`src/rtl/watchdog_params.svh`:
```
// Constants for the one-time-enabled software upset guard timer.
// Assumes it is included by bare name from the package and the design module.
`ifndef WATCHDOG_PARAMS_SVH
`define WATCHDOG_PARAMS_SVH

// Special function address of the write-only restart key register
`define WDG_RESTART_ADDR 8'ha6
// Key values, first then second
`define WDG_KEY_FIRST    8'h1e
`define WDG_KEY_SECOND   8'he1
// Counter width and terminal value
`define WDG_COUNT_W      14
`define WDG_COUNT_MAX    14'h3fff
`define WDG_COUNT_ZERO   14'h0000
`define WDG_COUNT_ONE    14'h0001
// Oscillator periods per machine cycle
`define WDG_MC_SIX       4'h6
`define WDG_MC_TWELVE    4'hc
`define WDG_MC_ZERO      4'h0
`define WDG_MC_ONE       4'h1
// Outgoing reset pulse length in oscillator periods (98 and 196)
`define WDG_PULSE_SIX    8'h62
`define WDG_PULSE_TWELVE 8'hc4
`define WDG_PULSE_ZERO   8'h00
`define WDG_PULSE_ONE    8'h01

`endif

```
`src/rtl/watchdog_pkg.sv`:
```
// Types shared by the software upset guard timer and its surroundings.
// Assumes the constants header sits beside this file.
`include "watchdog_params.svh"

package watchdog_pkg;

	// Count state of the guard timer
	typedef logic [`WDG_COUNT_W-1:0] wdg_count_t;

	// Key sequence tracker
	typedef enum logic [0:0]
	{
		KEY_IDLE,
		KEY_GOT_FIRST
	} key_state_e;

	// One write on the special function register bus
	typedef struct packed
	{
		logic       wr;
		logic [7:0] addr;
		logic [7:0] data;
	} sfr_write_s;

endpackage

```
`src/rtl/software_upset_guard_timer.sv`:
```
// Software upset guard timer: a one-time-enabled 14-bit machine-cycle watchdog
// with an outgoing reset pulse. Assumes clk_sys is the oscillator itself, that
// the CPU's special function register writes arrive on the same clock, and that
// the chip reset tree feeds rst_b (hardware reset) and consumes device_reset_req.
`timescale 1ns/10ps
`include "watchdog_params.svh"

// Overview of operation
// - Disarmed and not counting after any reset
// - Arms only on 01EH then 0E1H at 0A6H
// - Count state is a 14-bit counter
// - Counts machine cycles only while oscillator runs
// - Once armed, only reset disarms it
// - Key pair while armed clears the counter
// - Reaching 3FFFH overflows and resets device
// - Overflow drives reset pin high outward
// - Pulse lasts 98 or 196 oscillator periods
// - Register write only; counter never accessible
module software_upset_guard_timer
(
	// Clock and hardware reset
	input  wire logic                    clk_sys,
	input  wire logic                    rst_b,
	// Special function register write bus from the CPU
	input  wire watchdog_pkg::sfr_write_s sfr_wr,
	// Clock control
	input  wire logic                    six_clock_mode,
	input  wire logic                    osc_running,
	// Reset pin drive and internal reset request
	output logic                         reset_pin_out,
	output logic                         reset_pin_oe,
	output logic                         device_reset_req
);
	import watchdog_pkg::*;

	// Oscillator periods in one machine cycle for the selected mode
	function automatic logic [3:0] mc_len(input logic six);
		mc_len = six ? `WDG_MC_SIX : `WDG_MC_TWELVE;
	endfunction

	// Outgoing pulse length for the selected mode
	function automatic logic [7:0] pulse_len(input logic six);
		pulse_len = six ? `WDG_PULSE_SIX : `WDG_PULSE_TWELVE;
	endfunction

	key_state_e  key_state;        // Key sequence progress
	key_state_e  next_key_state;
	logic        armed;            // Set once enabled, cleared only by reset
	logic        next_armed;
	wdg_count_t  count;            // Machine cycle count, never visible to software
	wdg_count_t  next_count;
	logic [3:0]  prescale;         // Oscillator periods within the machine cycle
	logic [3:0]  next_prescale;
	logic [7:0]  pulse_cnt;        // Remaining periods of the outgoing pulse
	logic [7:0]  next_pulse_cnt;
	logic        next_pulse_on;
	logic [7:0]  pulse_hold;       // Length chosen at overflow, for checking
	logic [7:0]  next_pulse_hold;

	logic        restart_wr;       // Write to the restart key register
	logic        key_pair_done;    // Second key right after the first
	logic        mc_tick;          // One oscillator period per machine cycle
	logic        overflow;         // Armed counter at its terminal value
	logic        in_pulse;         // Device held in reset by our own pulse

	// Address decode; there is deliberately no read path at all
	assign restart_wr    = sfr_wr.wr && (sfr_wr.addr == `WDG_RESTART_ADDR);
	assign in_pulse      = (pulse_cnt != `WDG_PULSE_ZERO);
	assign key_pair_done = restart_wr && !in_pulse && (key_state == KEY_GOT_FIRST)
	                       && (sfr_wr.data == `WDG_KEY_SECOND);
	// Machine cycle strobe follows the selected clock mode
	assign mc_tick       = osc_running && (prescale == mc_len(six_clock_mode) - `WDG_MC_ONE);
	assign overflow      = armed && (count == `WDG_COUNT_MAX);

	// Key sequence: any value other than the two keys on the second write drops the sequence
	always_comb
	begin
		next_key_state = key_state;
		if (in_pulse)
		begin
			// Writes made while the device is in reset are ignored
			next_key_state = KEY_IDLE;
		end
		else if (restart_wr)
		begin
			// A fresh first key always restarts the sequence
			if (sfr_wr.data == `WDG_KEY_FIRST)
				next_key_state = KEY_GOT_FIRST;
			else
				next_key_state = KEY_IDLE;
		end
	end

	// Key state register
	always_ff @(posedge clk_sys or negedge rst_b)
	begin
		if (!rst_b)
			key_state <= KEY_IDLE;
		else
			key_state <= next_key_state;
	end

	// Prescaler, counter, arm flag and overflow pulse
	always_comb
	begin
		next_prescale   = prescale;
		next_count      = count;
		next_armed      = armed;
		next_pulse_cnt  = pulse_cnt;
		next_pulse_hold = pulse_hold;
		// Prescaler halts with the oscillator; after a mode change it wraps to zero only if already at or past the new length
		if (!osc_running)
			next_prescale = prescale;
		else if (mc_tick || (prescale >= mc_len(six_clock_mode)))
			next_prescale = `WDG_MC_ZERO;
		else
			next_prescale = prescale + `WDG_MC_ONE;
		if (overflow)
		begin
			// Own overflow reset: disarm, clear and start the pin pulse
			next_armed      = 1'b0;
			next_count      = `WDG_COUNT_ZERO;
			next_pulse_cnt  = pulse_len(six_clock_mode);
			next_pulse_hold = pulse_len(six_clock_mode);
			next_prescale   = `WDG_MC_ZERO;
		end
		else if (in_pulse)
		begin
			// Count down the pulse; the device stays disarmed meanwhile
			next_pulse_cnt = pulse_cnt - `WDG_PULSE_ONE;
			next_count     = `WDG_COUNT_ZERO;
			next_prescale  = `WDG_MC_ZERO;
		end
		else if (key_pair_done)
		begin
			// Key pair arms when idle, services when armed
			next_armed = 1'b1;
			next_count = `WDG_COUNT_ZERO;
		end
		else if (armed && mc_tick)
		begin
			// One step per machine cycle in the 14-bit counter
			next_count = count + `WDG_COUNT_ONE;
		end
		// No path here ever clears the arm flag except overflow
		next_pulse_on = (next_pulse_cnt != `WDG_PULSE_ZERO);
	end

	// Registers; async reset leaves the timer disarmed and idle
	always_ff @(posedge clk_sys or negedge rst_b)
	begin
		if (!rst_b)
		begin
			prescale         <= `WDG_MC_ZERO;
			count            <= `WDG_COUNT_ZERO;
			armed            <= 1'b0;
			pulse_cnt        <= `WDG_PULSE_ZERO;
			pulse_hold       <= `WDG_PULSE_ZERO;
			reset_pin_out    <= 1'b0;
			reset_pin_oe     <= 1'b0;
			device_reset_req <= 1'b0;
		end
		else
		begin
			prescale         <= next_prescale;
			count            <= next_count;
			armed            <= next_armed;
			pulse_cnt        <= next_pulse_cnt;
			pulse_hold       <= next_pulse_hold;
			reset_pin_out    <= next_pulse_on;
			reset_pin_oe     <= next_pulse_on;
			device_reset_req <= next_pulse_on;
		end
	end

	// Helper: length of the current pin pulse, read only by the checks below
	logic [7:0] pulse_seen;
	always_ff @(posedge clk_sys or negedge rst_b)
	begin
		if (!rst_b)
			pulse_seen <= `WDG_PULSE_ZERO;
		else if (reset_pin_oe)
			pulse_seen <= pulse_seen + `WDG_PULSE_ONE;
		else
			pulse_seen <= `WDG_PULSE_ZERO;
	end
endmodule // software_upset_guard_timer

```
`config.mk`:
```
export PLATFORM = sky130hd
export DESIGN_NAME = software_upset_guard_timer
export DESIGN_NICKNAME = d
export VERILOG_FILES = /design/src/rtl/watchdog_pkg.sv /design/src/rtl/software_upset_guard_timer.sv
export VERILOG_INCLUDE_DIRS = /design/src /design/src/rtl
export SDC_FILE = /design/constraint.sdc
export NUM_CORES = 1
export LEC_CHECK = 0
export ABC_AREA = 1
export BUFFER_PORTS_ARGS = -buffer_cell sky130_fd_sc_hd__clkbuf_2
export CAP_MARGIN = 20
export CORE_UTILIZATION = 50
export DETAILED_ROUTE_END_ITERATION = 10
export MAX_ROUTING_LAYER = met4
export PLACE_DENSITY = 0.79
export SKIP_CTS_REPAIR_TIMING = 1
export SYNTH_ARGS = -nofsm -noshare
export SYNTH_HDL_FRONTEND = slang
export SYNTH_SLANG_ARGS = --single-unit
```
`constraint.sdc`:
```
create_clock -name clk_sys -period 2.9 [get_ports clk_sys]
set_input_delay 0.29 -clock clk_sys [delete_from_list [all_inputs] [get_ports clk_sys]]
set_output_delay 0.29 -clock clk_sys [all_outputs]
set_load 0.01 [all_outputs]
```
==> run summary <==
The flow ran to the end, and the final reports show no timing, DRC or antenna violations. The clock passes through at most 2 buffers. The clock sink count is 29. The tightest min-delay check is of the in2async type. In this run, the clock network consumes a little over two fifths of the power.

Traced cell by cell, the critical path runs through inv_1 -> ha_1 -> inv_1 -> nor2_1 -> nand2_2 -> nor2_1 -> nand2_1 -> nand2_4 -> inv_2 -> o21ai_0 -> nor2_1. The post-synth net total came out at 291. The first-pass iteration count of the detailed router came out at 5. Among cell families on the critical path, the largest total delay comes from simple AND/OR/NAND/NOR gates. In this run the remaining antenna-violating nets after routing total 0. The number of port buffers is 23. In this run the vertical extent of the chip is 63.1 microns. The die outline area is between 3000 and 4000 sq um. The number of max-slew violations in the final report is 0. The kind of start point of the critical path is a flop.

During I/O placement, the number of pins put on the boundary was 24. The number of global-route vias before repair came out at 1643. The floorplan has 21 rows. By area, the combinational part of the netlist is dominated by simple AND/OR/NAND/NOR gates. Across all register-to-register paths, the minimum setup slack is around 1000 ps. The clock period minus final worst setup slack is 1850 ps. The actual slew at the worst max-slew pin is 712 ps.

The timing-limited maximum frequency came out at 540 MHz. The flip-flop and latch count after synthesis is 29. Setup repair after global routing left no endpoint under its margin. The tree is rooted in a sky130_fd_sc_hd__clkbuf_8. The standard cell core area is ~3500 sq um. Power spread over the standard cell area amounts to 367 nW/um^2.

The delay of the slowest cell on the worst path came out at 390 ps. Setup slack closes at 1050 ps. The required arrival time at the worst endpoint is 3070 ps.

In the layout the commonest cells are 63 x sky130_fd_sc_hd__nand2_1, 44 x sky130_fd_sc_hd__nor2_1, 39 x sky130_fd_sc_hd__inv_1. In this run the tightest slew margin relative to its limit is 52.5%. The xor and xnor fraction of the mapped netlist area is around 4.2%.

The initial antenna violation count came to 0. Relative to the synthesized area, the layout overhead comes to 12.7%. The count of different cell masters after synthesis came out at 28. The sum of buffers and inverters on the critical path came out at 3. Detailed placement finished with a half-perimeter wire length of roughly 2800 microns. In the final layout, the share of cells above drive strength 1 is between 15 and 20%. The total negative slack for setup checks is 0 ps. The number of antenna cells inserted came out at 0. The number of clock buffers inserted by TritonCTS is 5.

The routed length per instance is about 11 microns. For this design, the slowest cell found on the critical path is sky130_fd_sc_hd__dfrtp_1. The worst-case setup slack after placement is 1070 ps. In this run switching power makes up 21.5% of total power. Leaving out fill and tap cells, the most frequent cell in the layout is sky130_fd_sc_hd__nand2_1. The internal power of the cells totals 0.606 mW. Summing the areas of all and, or, nand and nor instances in the mapped netlist gives 38.1% of the synthesized area. The largest voltage drop on the vdd net is ~270 uV. The placed cell count came out at 330.

The clock latency at the later pin of the worst-skew pair is 280 ps. The worst setup path is captured at a flop. The final critical path takes up 63.9% of the cycle. The synthesized netlist devotes under 10% of its cell area to compound gates. The share of the yosys chip area belonging to registers is 38.9%.

The aggregate routed wire length came out at 3690 microns. The most used cell along the critical path is sky130_fd_sc_hd__nor2_1. The average via count per standard cell came out at just under 5. Across the run, the number of max-cap violations was 0. The total global routing track utilization came out at between 20% and 30%. The number of setup violations in the final report came out at 0. The number of failing hold endpoints at the final stage is 0.

The remaining global-route overflow came out at 0. For the final database, setup skew stands at 5.34 ps. The share of cell area taken by muxes after synthesis came out at 0%.

The fraction of power consumed by combinational cells came out at 4.2%. Routability-driven placement finished with a final weighted congestion of 0.841. The die outline width came out at 63.1 microns. The detailed router finished its first iteration with 112 violations. The gate count after technology mapping is 264. The switching power is 0.166 mW. The pin count of the biggest net entering global routing is 30. TritonCTS built the clock tree. Yosys printed 0 warnings. The effective utilization at floorplan came out at 53.8%. The largest fanout on the critical path came out at 12.

The adder-cell share of the synthesized area came out at 4.02%. The total number of vias is roughly 1600. For this run, design rule violations remaining after detail routing come to 0. The static leakage is 0.993 nW.

The first-pass GRT wire length came out at approximately 6900 microns. The final layout contains about 320 nets. Data arrives at the worst endpoint at 2020 ps. The maximum level of the CTS H-tree is 2. Once layout is complete, the cells apart from fillers number 337.

The fraction of power consumed by sequential logic is 52.4%. The average footprint of a synthesized cell is 7.07 sq um. The startpoint-to-endpoint class of the critical path is reg2reg. The clock slew seen by the registers of the worst setup and hold paths is 60 ps. The cell area after technology mapping came out at 1870 sq um.
==> worst register-to-register path: cells and delay by family (launching register included) <==
kind | cells | cell delay, ps
buffers and inverters | 3 | 230
adder cells (fa/ha/maj) | 1 | 160
AO/OA/AOI/OAI | 1 | 70
flip-flops | 1 | 390
AND/OR/NAND/NOR | 6 | 890
==> synth_stat cells <==
cell | instances | area [sq um]
sky130_fd_sc_hd__nand2_1 | 63 | 236
sky130_fd_sc_hd__nor2_1 | 44 | 165
sky130_fd_sc_hd__inv_1 | 39 | 146
sky130_fd_sc_hd__dfrtp_1 | 29 | 726
sky130_fd_sc_hd__nand3_1 | 26 | 130
sky130_fd_sc_hd__a21oi_1 | 8 | 40.0
sky130_fd_sc_hd__ha_1 | 6 | 75.1
sky130_fd_sc_hd__nor3_1 | 6 | 30.0
sky130_fd_sc_hd__xor2_1 | 6 | 52.6
sky130_fd_sc_hd__nand4_1 | 4 | 25.0
sky130_fd_sc_hd__buf_4 | 3 | 22.5
sky130_fd_sc_hd__inv_2 | 3 | 11.3
sky130_fd_sc_hd__nor2_2 | 3 | 18.8
sky130_fd_sc_hd__o21ai_0 | 3 | 15.0
sky130_fd_sc_hd__xnor2_1 | 3 | 26.3
sky130_fd_sc_hd__nand2_2 | 2 | 12.5
sky130_fd_sc_hd__nand2_4 | 2 | 22.5
sky130_fd_sc_hd__nor2_4 | 2 | 22.5
sky130_fd_sc_hd__nor4_1 | 2 | 12.5
sky130_fd_sc_hd__o211ai_1 | 2 | 15.0
sky130_fd_sc_hd__a211oi_1 | 1 | 7.51
sky130_fd_sc_hd__and2_1 | 1 | 6.26
sky130_fd_sc_hd__clkinv_2 | 1 | 5.00
sky130_fd_sc_hd__nand3_2 | 1 | 10.0
sky130_fd_sc_hd__nand3b_1 | 1 | 7.51
sky130_fd_sc_hd__nor3b_2 | 1 | 12.5
sky130_fd_sc_hd__o21a_1 | 1 | 7.51
sky130_fd_sc_hd__o21ai_1 | 1 | 5.00
==> metal layers <==
layer	GRT usage, %	share of wire, %	vias to the layer above
met2	35.3	47	24
li1	-	-	882
met5	-	0	-
met4	8.14	1.7	0
met1	27.7	47	724
met3	6.16	3.6	7
==> stage by stage <==
stage	cell area (sq um)	hold slack [ps]	utilization, %	total power [mW]
floorplan	1870	-5.59	-	0.421
global route	2100	113	60.6	0.800
CTS	2100	68.7	60.6	0.782
finish	2100	45.4	60.6	0.772
detailed placement	2020	380	58.2	0.446
global placement	2020	375	58.2	0.445
==> registers in the layout, indices dropped and copies added (netlist names) <==
name	count
device_reset_req	1
key_state	1
armed	1
count	14
pulse_cnt	8
prescale	4
==> cell type report <==
type | instances | area [sq um]
tap | 46 | 57.6
multi-input combinational | 189 | 956
sequential | 29 | 726
inverter | 43 | 163
clock buffer | 7 | 86.3
timing repair buffer | 23 | 115
fill | 342 | 1370
==> worst paths after layout <==
kind / from / cells after the start / endpoint
max: pulse_cnt[0] / 11 / count[11]
min: rst_b / 1 / pulse_cnt[3]
max reg2reg: pulse_cnt[0] / 11 / count[11]
min reg2reg: key_state / 2 / key_state
max in group asynchronous: rst_b / 1 / count[8]
min in group clk_sys: sfr_wr[5] / 4 / key_state
==> cell families (layout without fill, tap and decap cells) <==
kind of cell | Yosys count | count (layout)
flops | 29 | 29
fa+ha+maj | 6 | 6
simple gates | 158 | 158
buf+inv | 46 | 73
compound gates | 16 | 16
xor+xnor | 9 | 9
==> power by group through the flow <==
stage / combinational (mW) / sequential, mW / clock [mW]
finish: 0.0328 / 0.405 / 0.334
global route: 0.0393 / 0.405 / 0.357
global placement: 0.0327 / 0.412 / 0
floorplan: 0.00905 / 0.412 / 0
CTS: 0.0337 / 0.405 / 0.343
detailed placement: 0.0335 / 0.412 / 0
Power figures use the tool's default switching activity.
